## config.mk

```make
export PLATFORM = sky130hd
export DESIGN_NAME = dphy_phy_flat
export DESIGN_NICKNAME = d
export VERILOG_FILES = /design/src/verilog/dphy_pkg.sv /design/src/verilog/dphy_if.sv /design/src/verilog/dphy_phy.sv /design/src/flat_wrapper.sv
export SDC_FILE = /design/constraint.sdc
export NUM_CORES = 2
export LEC_CHECK = 0
export CAP_MARGIN = 20
export CELL_PAD_IN_SITES_DETAIL_PLACEMENT = 1
export CELL_PAD_IN_SITES_GLOBAL_PLACEMENT = 1
export CORE_MARGIN = 5
export CORE_UTILIZATION = 37
export DETAILED_ROUTE_END_ITERATION = 16
export DONT_BUFFER_PORTS = 1
export PLACE_DENSITY_LB_ADDON = 0.1
export SYNTH_ARGS = -nofsm -noshare
export SYNTH_HDL_FRONTEND = slang
export SYNTH_SLANG_ARGS = --single-unit
```

## constraint.sdc

```tcl
create_clock -name clk -period 10.61 [get_ports clk]
set_input_delay 2.122 -clock clk [delete_from_list [all_inputs] [get_ports clk]]
set_output_delay 2.122 -clock clk [all_outputs]
set_load 0.01 [all_outputs]
```

## src/verilog/dphy_pkg.sv

```systemverilog
`default_nettype none
package dphy_pkg;

    // ------------------------------------------------------------------
    // Widths
    // ------------------------------------------------------------------
    localparam int DQ_W = 16;
    localparam int BEATS = 4;
    localparam int LOCAL_W = DQ_W * BEATS;
    localparam int ADDR_W = 13;
    localparam int CL_W = 3;

    // ------------------------------------------------------------------
    // Timing, counted in interface-clock cycles
    // ------------------------------------------------------------------
    localparam int CLK_MHZ = 50;
    // Command to pins: 3 half-rate cycles or 6 full-rate cycles, both
    // 6 memory clocks, inside the five-to-seven window.
    localparam logic [3:0] AC_DLY_HALF = 4'h3;
    localparam logic [3:0] AC_DLY_FULL = 4'h6;
    localparam logic [3:0] TAP_MIN = 4'h2;
    localparam logic [3:0] TAP_OFS = 4'h2;
    localparam int PIPE_D = 16;
    localparam int WR_GAP = 2;
    localparam logic [3:0] WR_GAP_T = 4'h2;
    localparam logic [CL_W-1:0] DDR_WL = 3'h1;
    localparam logic [CL_W-1:0] CL_ONE = 3'h1;

    // ------------------------------------------------------------------
    // Pin encodings
    // ------------------------------------------------------------------
    localparam logic CS_IDLE = 1'b1;
    localparam logic [BEATS-1:0] DQS_TOGGLE = 4'h5;
    localparam logic [BEATS-1:0] BEATS_HALF = 4'hf;
    localparam logic [BEATS-1:0] BEATS_FULL = 4'h3;

    typedef struct packed {
        logic [ADDR_W-1:0] addr;
        logic ras_n;
        logic cas_n;
        logic we_n;
        logic cs_n;
        logic odt;
    } dphy_cmd_s;

    localparam dphy_cmd_s CMD_NOP = '{addr: '0, ras_n: 1'b1, cas_n: 1'b1,
        we_n: 1'b1, cs_n: 1'b1, odt: 1'b0};

    typedef enum logic [0:0] {
        ST_IDLE = 1'b0,
        ST_GAP = 1'b1
    } dphy_state_e;

endpackage
`default_nettype wire

```

## src/verilog/dphy_if.sv

```systemverilog
`timescale 1ns/1ps
`default_nettype none
interface dphy_if;
    dphy_pkg::dphy_cmd_s cmd;
    logic doing_rd;
    logic doing_wr;
    logic wdata_valid;
    logic [dphy_pkg::LOCAL_W-1:0] wdata;
    logic dqs_burst;
    logic [dphy_pkg::LOCAL_W-1:0] mem_rdata;
    logic mem_rdata_valid;
    logic [dphy_pkg::LOCAL_W-1:0] ctl_rdata;
    logic ctl_rdata_valid;

    modport phy (
        input cmd, doing_rd, doing_wr, wdata_valid, wdata, dqs_burst,
        input ctl_rdata, ctl_rdata_valid,
        output mem_rdata, mem_rdata_valid
    );
    modport ctl (
        output cmd, doing_rd, doing_wr, wdata_valid, wdata, dqs_burst,
        output ctl_rdata, ctl_rdata_valid,
        input mem_rdata, mem_rdata_valid
    );
endinterface
`default_nettype wire

```

## src/verilog/dphy_phy.sv

```systemverilog
`timescale 1ns/1ps
`default_nettype none
// Behaviour
// Controller pulses doing-read once per read
// Doing-read rises with its read command
// Doing-read enables capture and read valid
// Commands reach pins five to seven clocks later
// Address and command launch on falling edge
// Half rate: command two clocks, select one
// Read capture waits CAS latency after command
// Read data bypasses controller by default
// Controller delays read data and valid equally
// Returned read data forwarded unchanged to user
// Full rate: each command followed by NOP
// Full rate: select asserted with command
// Write valid enables data and strobe drivers
// Controller times doing-write to write latency
// Write valid identical to doing-write
// Burst strobe control only for full rate
// Controller inputs generated on interface clock
// Half rate: doing-write two cycles after command
// Write latency CAS minus one, DDR one
// Doing-write drives strobe generation, latency aware
// Write data taken only when valid, held
// Half rate: word leaves as four beats
// Interface clock half or equal memory clock
module dphy_phy (
    // Clock and reset
    input wire logic clk,
    input wire logic srst,
    // Controller side
    dphy_if.phy ctl,
    // Mode
    input wire logic full_rate,
    input wire logic ddr2,
    input wire logic [dphy_pkg::CL_W-1:0] cas_lat,
    input wire logic rdata_via_ctl,
    // Memory address and command pins
    output logic [dphy_pkg::ADDR_W-1:0] mem_addr,
    output logic mem_ras_n,
    output logic mem_cas_n,
    output logic mem_we_n,
    output logic [1:0] mem_cs_n,
    output logic mem_odt,
    output logic mem_ac_negedge,
    // Memory data pins, one beat per lane
    input wire logic [dphy_pkg::LOCAL_W-1:0] mem_dq_in,
    output logic [dphy_pkg::LOCAL_W-1:0] mem_dq_out,
    output logic [dphy_pkg::BEATS-1:0] mem_dq_oe,
    output logic [dphy_pkg::BEATS-1:0] mem_dqs_out,
    output logic [dphy_pkg::BEATS-1:0] mem_dqs_oe,
    // User read data
    output logic [dphy_pkg::LOCAL_W-1:0] local_rdata,
    output logic local_rdata_valid
);

    // ------------------------------------------------------------------
    // Latency arithmetic
    // ------------------------------------------------------------------
    // Memory clocks to interface cycles; half rate rounds up so that the
    // capture never samples before the data burst has arrived.
    function automatic logic [3:0] to_cyc(input logic full,
                                          input logic [3:0] mclk);
        logic [3:0] r;
        r = full ? mclk : 4'((mclk + 4'h1) >> 1);
        return r;
    endfunction

    function automatic logic [3:0] ac_tap(input logic full);
        logic [3:0] r;
        r = full ? dphy_pkg::AC_DLY_FULL : dphy_pkg::AC_DLY_HALF;
        return r;
    endfunction

    // Taps count the input and output flops, so the pipe index is
    // tap minus two; short taps are clamped to that floor.
    function automatic logic [3:0] tap_idx(input logic [3:0] tap);
        logic [3:0] r;
        r = (tap < dphy_pkg::TAP_MIN) ? 4'h0 : 4'(tap - dphy_pkg::TAP_OFS);
        return r;
    endfunction

    logic [dphy_pkg::CL_W-1:0] wl;
    logic [3:0] ac_i, rd_i, wr_i, wr_tap;

    always_comb begin
        wl = ddr2 ? 3'(cas_lat - dphy_pkg::CL_ONE) : dphy_pkg::DDR_WL;
        ac_i = tap_idx(ac_tap(full_rate));
        rd_i = tap_idx(4'(ac_tap(full_rate)
            + to_cyc(full_rate, {1'b0, cas_lat})));
        wr_tap = 4'(ac_tap(full_rate) + to_cyc(full_rate, {1'b0, wl}));
        wr_tap = (wr_tap > dphy_pkg::WR_GAP_T)
            ? 4'(wr_tap - dphy_pkg::WR_GAP_T) : dphy_pkg::TAP_MIN;
        wr_i = tap_idx(wr_tap);
    end

    // ------------------------------------------------------------------
    // Address and command path
    // ------------------------------------------------------------------
    dphy_pkg::dphy_cmd_s ac_pipe [dphy_pkg::PIPE_D];
    dphy_pkg::dphy_cmd_s next_ac_pipe [dphy_pkg::PIPE_D];
    dphy_pkg::dphy_cmd_s ac_sel;

    always_comb begin
        next_ac_pipe[0] = ctl.cmd;
        for (int i = 1; i < dphy_pkg::PIPE_D; i++) begin
            next_ac_pipe[i] = ac_pipe[i-1];
        end
        ac_sel = ac_pipe[ac_i];
    end

    // The output serialiser launches each word on the falling memory
    // edge so the pins are centred on the rising edge the part samples.
    always_ff @(posedge clk) begin
        if (srst) begin
            for (int i = 0; i < dphy_pkg::PIPE_D; i++) begin
                ac_pipe[i] <= dphy_pkg::CMD_NOP;
            end
            mem_addr <= '0;
            mem_ras_n <= 1'b1;
            mem_cas_n <= 1'b1;
            mem_we_n <= 1'b1;
            mem_cs_n <= {dphy_pkg::CS_IDLE, dphy_pkg::CS_IDLE};
            mem_odt <= 1'b0;
            mem_ac_negedge <= 1'b0;
        end else begin
            ac_pipe <= next_ac_pipe;
            mem_addr <= ac_sel.addr;
            mem_ras_n <= ac_sel.ras_n;
            mem_cas_n <= ac_sel.cas_n;
            mem_we_n <= ac_sel.we_n;
            mem_cs_n <= {dphy_pkg::CS_IDLE, ac_sel.cs_n};
            mem_odt <= ac_sel.odt;
            mem_ac_negedge <= 1'b1;
        end
    end

    // ------------------------------------------------------------------
    // Read capture
    // ------------------------------------------------------------------
    logic [dphy_pkg::LOCAL_W-1:0] dq_s1, dq_s2;
    logic [dphy_pkg::PIPE_D-1:0] rd_pipe, next_rd_pipe;
    logic cap_en;
    logic [dphy_pkg::LOCAL_W-1:0] next_cap;
    logic [dphy_pkg::LOCAL_W-1:0] next_local_rdata;
    logic next_local_valid;

    always_comb begin
        next_rd_pipe = {rd_pipe[dphy_pkg::PIPE_D-2:0], ctl.doing_rd};
        cap_en = rd_pipe[rd_i];
        next_cap = cap_en ? dq_s2 : ctl.mem_rdata;
        if (rdata_via_ctl) begin
            next_local_rdata = ctl.ctl_rdata;
            next_local_valid = ctl.ctl_rdata_valid;
        end else begin
            next_local_rdata = ctl.mem_rdata;
            next_local_valid = ctl.mem_rdata_valid;
        end
    end

    always_ff @(posedge clk) begin
        if (srst) begin
            dq_s1 <= '0;
            dq_s2 <= '0;
            rd_pipe <= '0;
            ctl.mem_rdata <= '0;
            ctl.mem_rdata_valid <= 1'b0;
            local_rdata <= '0;
            local_rdata_valid <= 1'b0;
        end else begin
            dq_s1 <= mem_dq_in;
            dq_s2 <= dq_s1;
            rd_pipe <= next_rd_pipe;
            ctl.mem_rdata <= next_cap;
            ctl.mem_rdata_valid <= cap_en;
            local_rdata <= next_local_rdata;
            local_rdata_valid <= next_local_valid;
        end
    end

    // ------------------------------------------------------------------
    // Write path
    // ------------------------------------------------------------------
    // Each stage takes the word of the stage before it every cycle, so a
    // word moves down the write registers until its memory slot comes.
    logic [dphy_pkg::LOCAL_W-1:0] wd_pipe [dphy_pkg::PIPE_D];
    logic [dphy_pkg::LOCAL_W-1:0] next_wd_pipe [dphy_pkg::PIPE_D];
    logic [dphy_pkg::PIPE_D-1:0] wv_pipe, next_wv_pipe;
    logic [dphy_pkg::PIPE_D-1:0] ws_pipe, next_ws_pipe;
    logic [dphy_pkg::BEATS-1:0] lanes;
    logic [dphy_pkg::BEATS-1:0] next_dq_oe, next_dqs_oe;

    always_comb begin
        next_wd_pipe[0] = ctl.wdata_valid ? ctl.wdata : '0;
        for (int i = 1; i < dphy_pkg::PIPE_D; i++) begin
            next_wd_pipe[i] = wd_pipe[i-1];
        end
        next_wv_pipe = {wv_pipe[dphy_pkg::PIPE_D-2:0], ctl.wdata_valid};
        next_ws_pipe = {ws_pipe[dphy_pkg::PIPE_D-2:0],
            ctl.doing_wr || (full_rate && ctl.dqs_burst)};
        lanes = full_rate ? dphy_pkg::BEATS_FULL : dphy_pkg::BEATS_HALF;
        next_dq_oe = wv_pipe[wr_i] ? lanes : '0;
        next_dqs_oe = ws_pipe[wr_i] ? lanes : '0;
    end

    always_ff @(posedge clk) begin
        if (srst) begin
            for (int i = 0; i < dphy_pkg::PIPE_D; i++) begin
                wd_pipe[i] <= '0;
            end
            wv_pipe <= '0;
            ws_pipe <= '0;
            mem_dq_out <= '0;
            mem_dq_oe <= '0;
            mem_dqs_out <= '0;
            mem_dqs_oe <= '0;
        end else begin
            wd_pipe <= next_wd_pipe;
            wv_pipe <= next_wv_pipe;
            ws_pipe <= next_ws_pipe;
            mem_dq_out <= wd_pipe[wr_i];
            mem_dq_oe <= next_dq_oe;
            mem_dqs_out <= dphy_pkg::DQS_TOGGLE;
            mem_dqs_oe <= next_dqs_oe;
        end
    end

endmodule // dphy_phy
`default_nettype wire

```

## src/flat_wrapper.sv

```systemverilog
// flat-port wrapper written by rule: the top's interface ports become plain ports
module dphy_phy_flat 
  (clk, srst, full_rate, ddr2, cas_lat, rdata_via_ctl, mem_addr, mem_ras_n, mem_cas_n, mem_we_n, mem_cs_n, mem_odt, mem_ac_negedge, mem_dq_in, mem_dq_out, mem_dq_oe, mem_dqs_out, mem_dqs_oe, local_rdata, local_rdata_valid, ctl_cmd, ctl_doing_rd, ctl_doing_wr, ctl_wdata_valid, ctl_wdata, ctl_dqs_burst, ctl_ctl_rdata, ctl_ctl_rdata_valid, ctl_mem_rdata, ctl_mem_rdata_valid);
  dphy_if ctl_i ();
  input wire logic clk;
  input wire logic srst;
  input wire logic full_rate;
  input wire logic ddr2;
  input wire logic [dphy_pkg::CL_W-1:0] cas_lat;
  input wire logic rdata_via_ctl;
  output logic [dphy_pkg::ADDR_W-1:0] mem_addr;
  output logic mem_ras_n;
  output logic mem_cas_n;
  output logic mem_we_n;
  output logic [1:0] mem_cs_n;
  output logic mem_odt;
  output logic mem_ac_negedge;
  input wire logic [dphy_pkg::LOCAL_W-1:0] mem_dq_in;
  output logic [dphy_pkg::LOCAL_W-1:0] mem_dq_out;
  output logic [dphy_pkg::BEATS-1:0] mem_dq_oe;
  output logic [dphy_pkg::BEATS-1:0] mem_dqs_out;
  output logic [dphy_pkg::BEATS-1:0] mem_dqs_oe;
  output logic [dphy_pkg::LOCAL_W-1:0] local_rdata;
  output logic local_rdata_valid;
  input wire logic [$bits(ctl_i.cmd)-1:0] ctl_cmd;
  input wire logic [$bits(ctl_i.doing_rd)-1:0] ctl_doing_rd;
  input wire logic [$bits(ctl_i.doing_wr)-1:0] ctl_doing_wr;
  input wire logic [$bits(ctl_i.wdata_valid)-1:0] ctl_wdata_valid;
  input wire logic [$bits(ctl_i.wdata)-1:0] ctl_wdata;
  input wire logic [$bits(ctl_i.dqs_burst)-1:0] ctl_dqs_burst;
  input wire logic [$bits(ctl_i.ctl_rdata)-1:0] ctl_ctl_rdata;
  input wire logic [$bits(ctl_i.ctl_rdata_valid)-1:0] ctl_ctl_rdata_valid;
  output wire logic [$bits(ctl_i.mem_rdata)-1:0] ctl_mem_rdata;
  output wire logic [$bits(ctl_i.mem_rdata_valid)-1:0] ctl_mem_rdata_valid;
  assign ctl_i.cmd = ctl_cmd;
  assign ctl_i.doing_rd = ctl_doing_rd;
  assign ctl_i.doing_wr = ctl_doing_wr;
  assign ctl_i.wdata_valid = ctl_wdata_valid;
  assign ctl_i.wdata = ctl_wdata;
  assign ctl_i.dqs_burst = ctl_dqs_burst;
  assign ctl_i.ctl_rdata = ctl_ctl_rdata;
  assign ctl_i.ctl_rdata_valid = ctl_ctl_rdata_valid;
  assign ctl_mem_rdata = ctl_i.mem_rdata;
  assign ctl_mem_rdata_valid = ctl_i.mem_rdata_valid;
  dphy_phy u_core (.clk(clk), .srst(srst), .ctl(ctl_i), .full_rate(full_rate), .ddr2(ddr2), .cas_lat(cas_lat), .rdata_via_ctl(rdata_via_ctl), .mem_addr(mem_addr), .mem_ras_n(mem_ras_n), .mem_cas_n(mem_cas_n), .mem_we_n(mem_we_n), .mem_cs_n(mem_cs_n), .mem_odt(mem_odt), .mem_ac_negedge(mem_ac_negedge), .mem_dq_in(mem_dq_in), .mem_dq_out(mem_dq_out), .mem_dq_oe(mem_dq_oe), .mem_dqs_out(mem_dqs_out), .mem_dqs_oe(mem_dqs_oe), .local_rdata(local_rdata), .local_rdata_valid(local_rdata_valid));
endmodule
```

==> results.tsv <==
stage	metric	value	unit
setup_path	worst r2r src	u_core.rd_pipe[13]$_SDFF_PP0_	
yosys	Mapped Area	0.0415	mm²
cts	CTS sink count	1243	
min_path	hold endpoint	u_core.ac_pipe[201]$_SDFF_PP1_	
yosys	dominant cells by area after synthesis	dfxtp_1, nor2b_1, mux2i_1	
cts	clock tree buffer depth	3	
global_routing	final global-route overflow total	0	
yosys	most numerous cell in the Yosys netlist	dfxtp_1	
setup_path	R2R cell count	6	
floorplan	num ports	449	
timing	RSZ-0062 raised after global routing	no	
cts	clock latency on the worst-skew pair	720	ps
yosys	Yosys top cell area share	59.9	%
pwr	Peak VDD IR	0.000161	V
timing	Worst slew margin	-145	%
timing	Slew @ Worst Pin	3680	ps
cts	H-tree depth	4	
drt	Routed WL	106000	µm
yosys	syn avg cell area	10.5	µm²
outcome	status	finished with violations	
setup_path	WP data arrival	7900	ps
drt	via count	26400	
placed_design	port bufs	0	
global_routing	global-route wire length before repair	161000	µm
floorplan	DIE WIDTH	345	µm
setup_path	Reg2Reg Capture Point	u_core.ctl.mem_rdata[47]$_SDFFE_PP0P_	
cells_and_area	fin nets	4075	
yosys	most frequent cells after synthesis	dfxtp_1, nor2b_1, nand2_1	
timing	Hold Vio Cnt, Final	0	
yosys	synth unique cells	77	
setup_path	crit end category	flop	
yosys	Yosys warnings	0	
cells_and_area	area added between synthesis and finish	13.8	%
yosys	post-synthesis register bit count	1243	
cts	clock slew at reported path FFs	60	ps
yosys	Post-synth EDFFs	0	
drt	Vias/cell	4.85	
placed_design	pre-CTS setup slack	2570	ps
global_routing	initial antenna violation count	20	
drt	Initial DRC Count	1428	
cts	CTS Hold Bufs	0	
timing	Final Max Slew Viols	978	
floorplan	Site Rows	122	
yosys	sequential area share after synthesis	59.9	%
floorplan	die height	345	µm
yosys	Cells after Synth	3964	
global_routing	largest net degree at the start of global routing	1136	
cts	clock tree from TritonCTS	done	
timing	PnR worst setup slack	3190	ps
setup_path	Data required, critical path	11090	ps
pwr	Leakage	0.0184	µW
drt	1st-pass router iterations	5	
setup_path	crit-path max FO	46	
drt	DRC viols	0	
cts	root buf cell	clkbuf_16	
outcome	violated checks	max-slew violations	
yosys	Async S/R FF share, synth	0	%
cts	number of buffers created by CTS	137	
timing	# setup viols final	0	
flow_run	Max Cap Viol	0	
placed_design	HPWL after detailed placement	62300	µm
floorplan	die footprint	0.119	mm²
setup_path	setup slack, reg-to-reg	7860	ps
min_path	Hold Path Depth	1	
setup_path	startpoint types	primary input	
min_path	worst hold path class	flop to flop	
timing	clock skew	22.4	ps
drt	remaining antenna violation count	0	
pwr	pwr/cell area	226	mW/mm²
timing	Peak Freq	0.135	GHz
timing	minimum clock period	7420	ps
timing	TNS Setup	0	ps
global_routing	gr usage total	17.3	%
yosys	Most used DFF post-synth	dfxtp_1	
global_routing	vias in the first global route	26900	
setup_path	critical setup path kind	primary input to flop	
cts	CTS resizes	0	
min_path	min-delay src	u_core.ac_pipe[219]$_SDFF_PP1_	
floorplan	Starting Density	37.4	%
timing	final worst-path cycle share	69.9	%
placed_design	routability-driven placement congestion ratio	0.713	
cells_and_area	layout cells sized above 1	7.97	%
floorplan	CORE AREA	0.111	mm²
yosys	leading area contributor after synthesis	dfxtp_1	
cts	Post-CTS Repair Setup Buffers	0	
drt	DR WL/cell	19.5	µm
[flip-flops by register name, summed over array words and instances (netlist names), 2 cells and up]
signal	cells
u_core.mem_dq_oe	2
u_core.dq_s1	64
u_core.next_wd_pipe	768
u_core.wv_pipe	12
u_core.rd_pipe	16
u_core.local_rdata	64
u_core.mem_addr	13
u_core.ws_pipe	12
u_core.dq_s2	64
u_core.mem_dqs_oe	2
u_core.ac_pipe	90
u_core.ctl.mem_rdata	64
u_core.mem_dq_out	64
[worst max-delay path, stage by stage]
cell and delay (ps):
inv_1 30, ha_1 250, xnor2_2 510, nor3_1 100
o21ai_0 190, ha_1 280, inv_1 80, a211oi_1 230
a211o_1 460, inv_2 230, ha_1 400, inv_1 90
or3_1 350, o21ai_4 320, or2_4 680, buf_4 840
a32oi_1 220, o2111ai_1 280, nor2_1 90
[cell type report]
type	instances	area, µm²
clock buffer	205	4220
multi-input combinational	2420	15400
inverter	16	60.1
tap	1488	1860
clock inverter	44	551
timing repair buffer	25	258
fill	12100	63900
antenna	7	17.5
sequential	1243	24900
[kinds of logic after synthesis]
| group | synth area share, % |
|---|---|
| AOI/OAI and AO/OA | 7.21 |
| other | 0.0181 |
| muxes | 7.02 |
| buffers and inverters | 3.20 |
| adders and majority gates | 0.271 |
| DFF | 59.9 |
| and+or+nand+nor | 22.3 |
| xor gates and xnor gates | 0.0995 |
[report_power, final]
| part | switching (µW) | internal, µW |
|---|---|---|
| registers | 100 | 4780 |
| clock network | 1900 | 3020 |
| logic | 602 | 276 |
[layer usage]
metal	GRT usage (%)	up-vias	wire length [µm]
met2	28.5	523	49300
met3	4.40	177	6290
met1	22.7	12900	48600
li1	-	12800	-
met5	0	-	71
met4	4.70	10	2240
[metrics by stage]
step / total power (µW) / utilization, % / area [µm²] / hold WS [ps] / cells
final: 10700 / 42.5 / 47200 / 410 / 5448
after global routing: 11100 / 42.5 / 47200 / 429 / 5444
after CTS: 10900 / 42.5 / 47200 / 411 / 5441
after detailed placement: 5880 / 38.2 / 42400 / 398 / 5192
after global placement: 5870 / 38.2 / 42400 / 391 / 5190
after floorplan: 5620 / - / 41500 / 389 / 3965
[worst max path at each step]
stage / endpoint / slack [ps] / cells past startpoint / startpoint
after floorplan: u_core.mem_dq_out[20]$_SDFF_PP0_ / 4250 / 22 / full_rate
after global placement: u_core.mem_dq_out[16]$_SDFF_PP0_ / 2710 / 19 / cas_lat[0]
after detailed placement: u_core.mem_dq_oe[1]$_SDFF_PP0_ / 2570 / 19 / cas_lat[0]
after CTS: u_core.mem_dq_oe[1]$_SDFF_PP0_ / 3320 / 19 / cas_lat[0]
after global routing: u_core.mem_dq_out[3]$_SDFF_PP0_ / 2720 / 20 / cas_lat[0]
final: u_core.mem_dq_oe[1]$_SDFF_PP0_ / 3190 / 19 / cas_lat[0]
[placed cells by master (no fill, tap or decap), types with 9 or more instances in the layout]
| master | Yosys | layout |
|---|---|---|
| o311a_1 | 32 | 32 |
| clkbuf_8 | 0 | 34 |
| nor2_1 | 204 | 202 |
| nor2b_1 | 942 | 941 |
| or2_2 | 22 | 23 |
| clkbuf_16 | 0 | 146 |
| o221ai_1 | 17 | 17 |
| a221oi_1 | 45 | 45 |
| and2_1 | 66 | 66 |
| bufinv_16 | 0 | 11 |
| buf_4 | 25 | 20 |
| nor3_1 | 17 | 15 |
| o21ai_0 | 30 | 30 |
| a311oi_1 | 15 | 15 |
| and4_1 | 12 | 12 |
| dfxtp_1 | 1243 | 1243 |
| clkbuf_1 | 190 | 25 |
| clkinv_2 | 0 | 23 |
| a31oi_1 | 37 | 37 |
| nand3_1 | 47 | 47 |
| ha_1 | 9 | 9 |
| mux2i_1 | 280 | 280 |
| a32oi_1 | 24 | 24 |
| inv_1 | 15 | 14 |
| o21ai_1 | 33 | 33 |
| o22ai_1 | 35 | 35 |
| nand2_1 | 360 | 358 |
| a21oi_1 | 91 | 89 |
No activity file was read; power rests on OpenSTA's default activity.
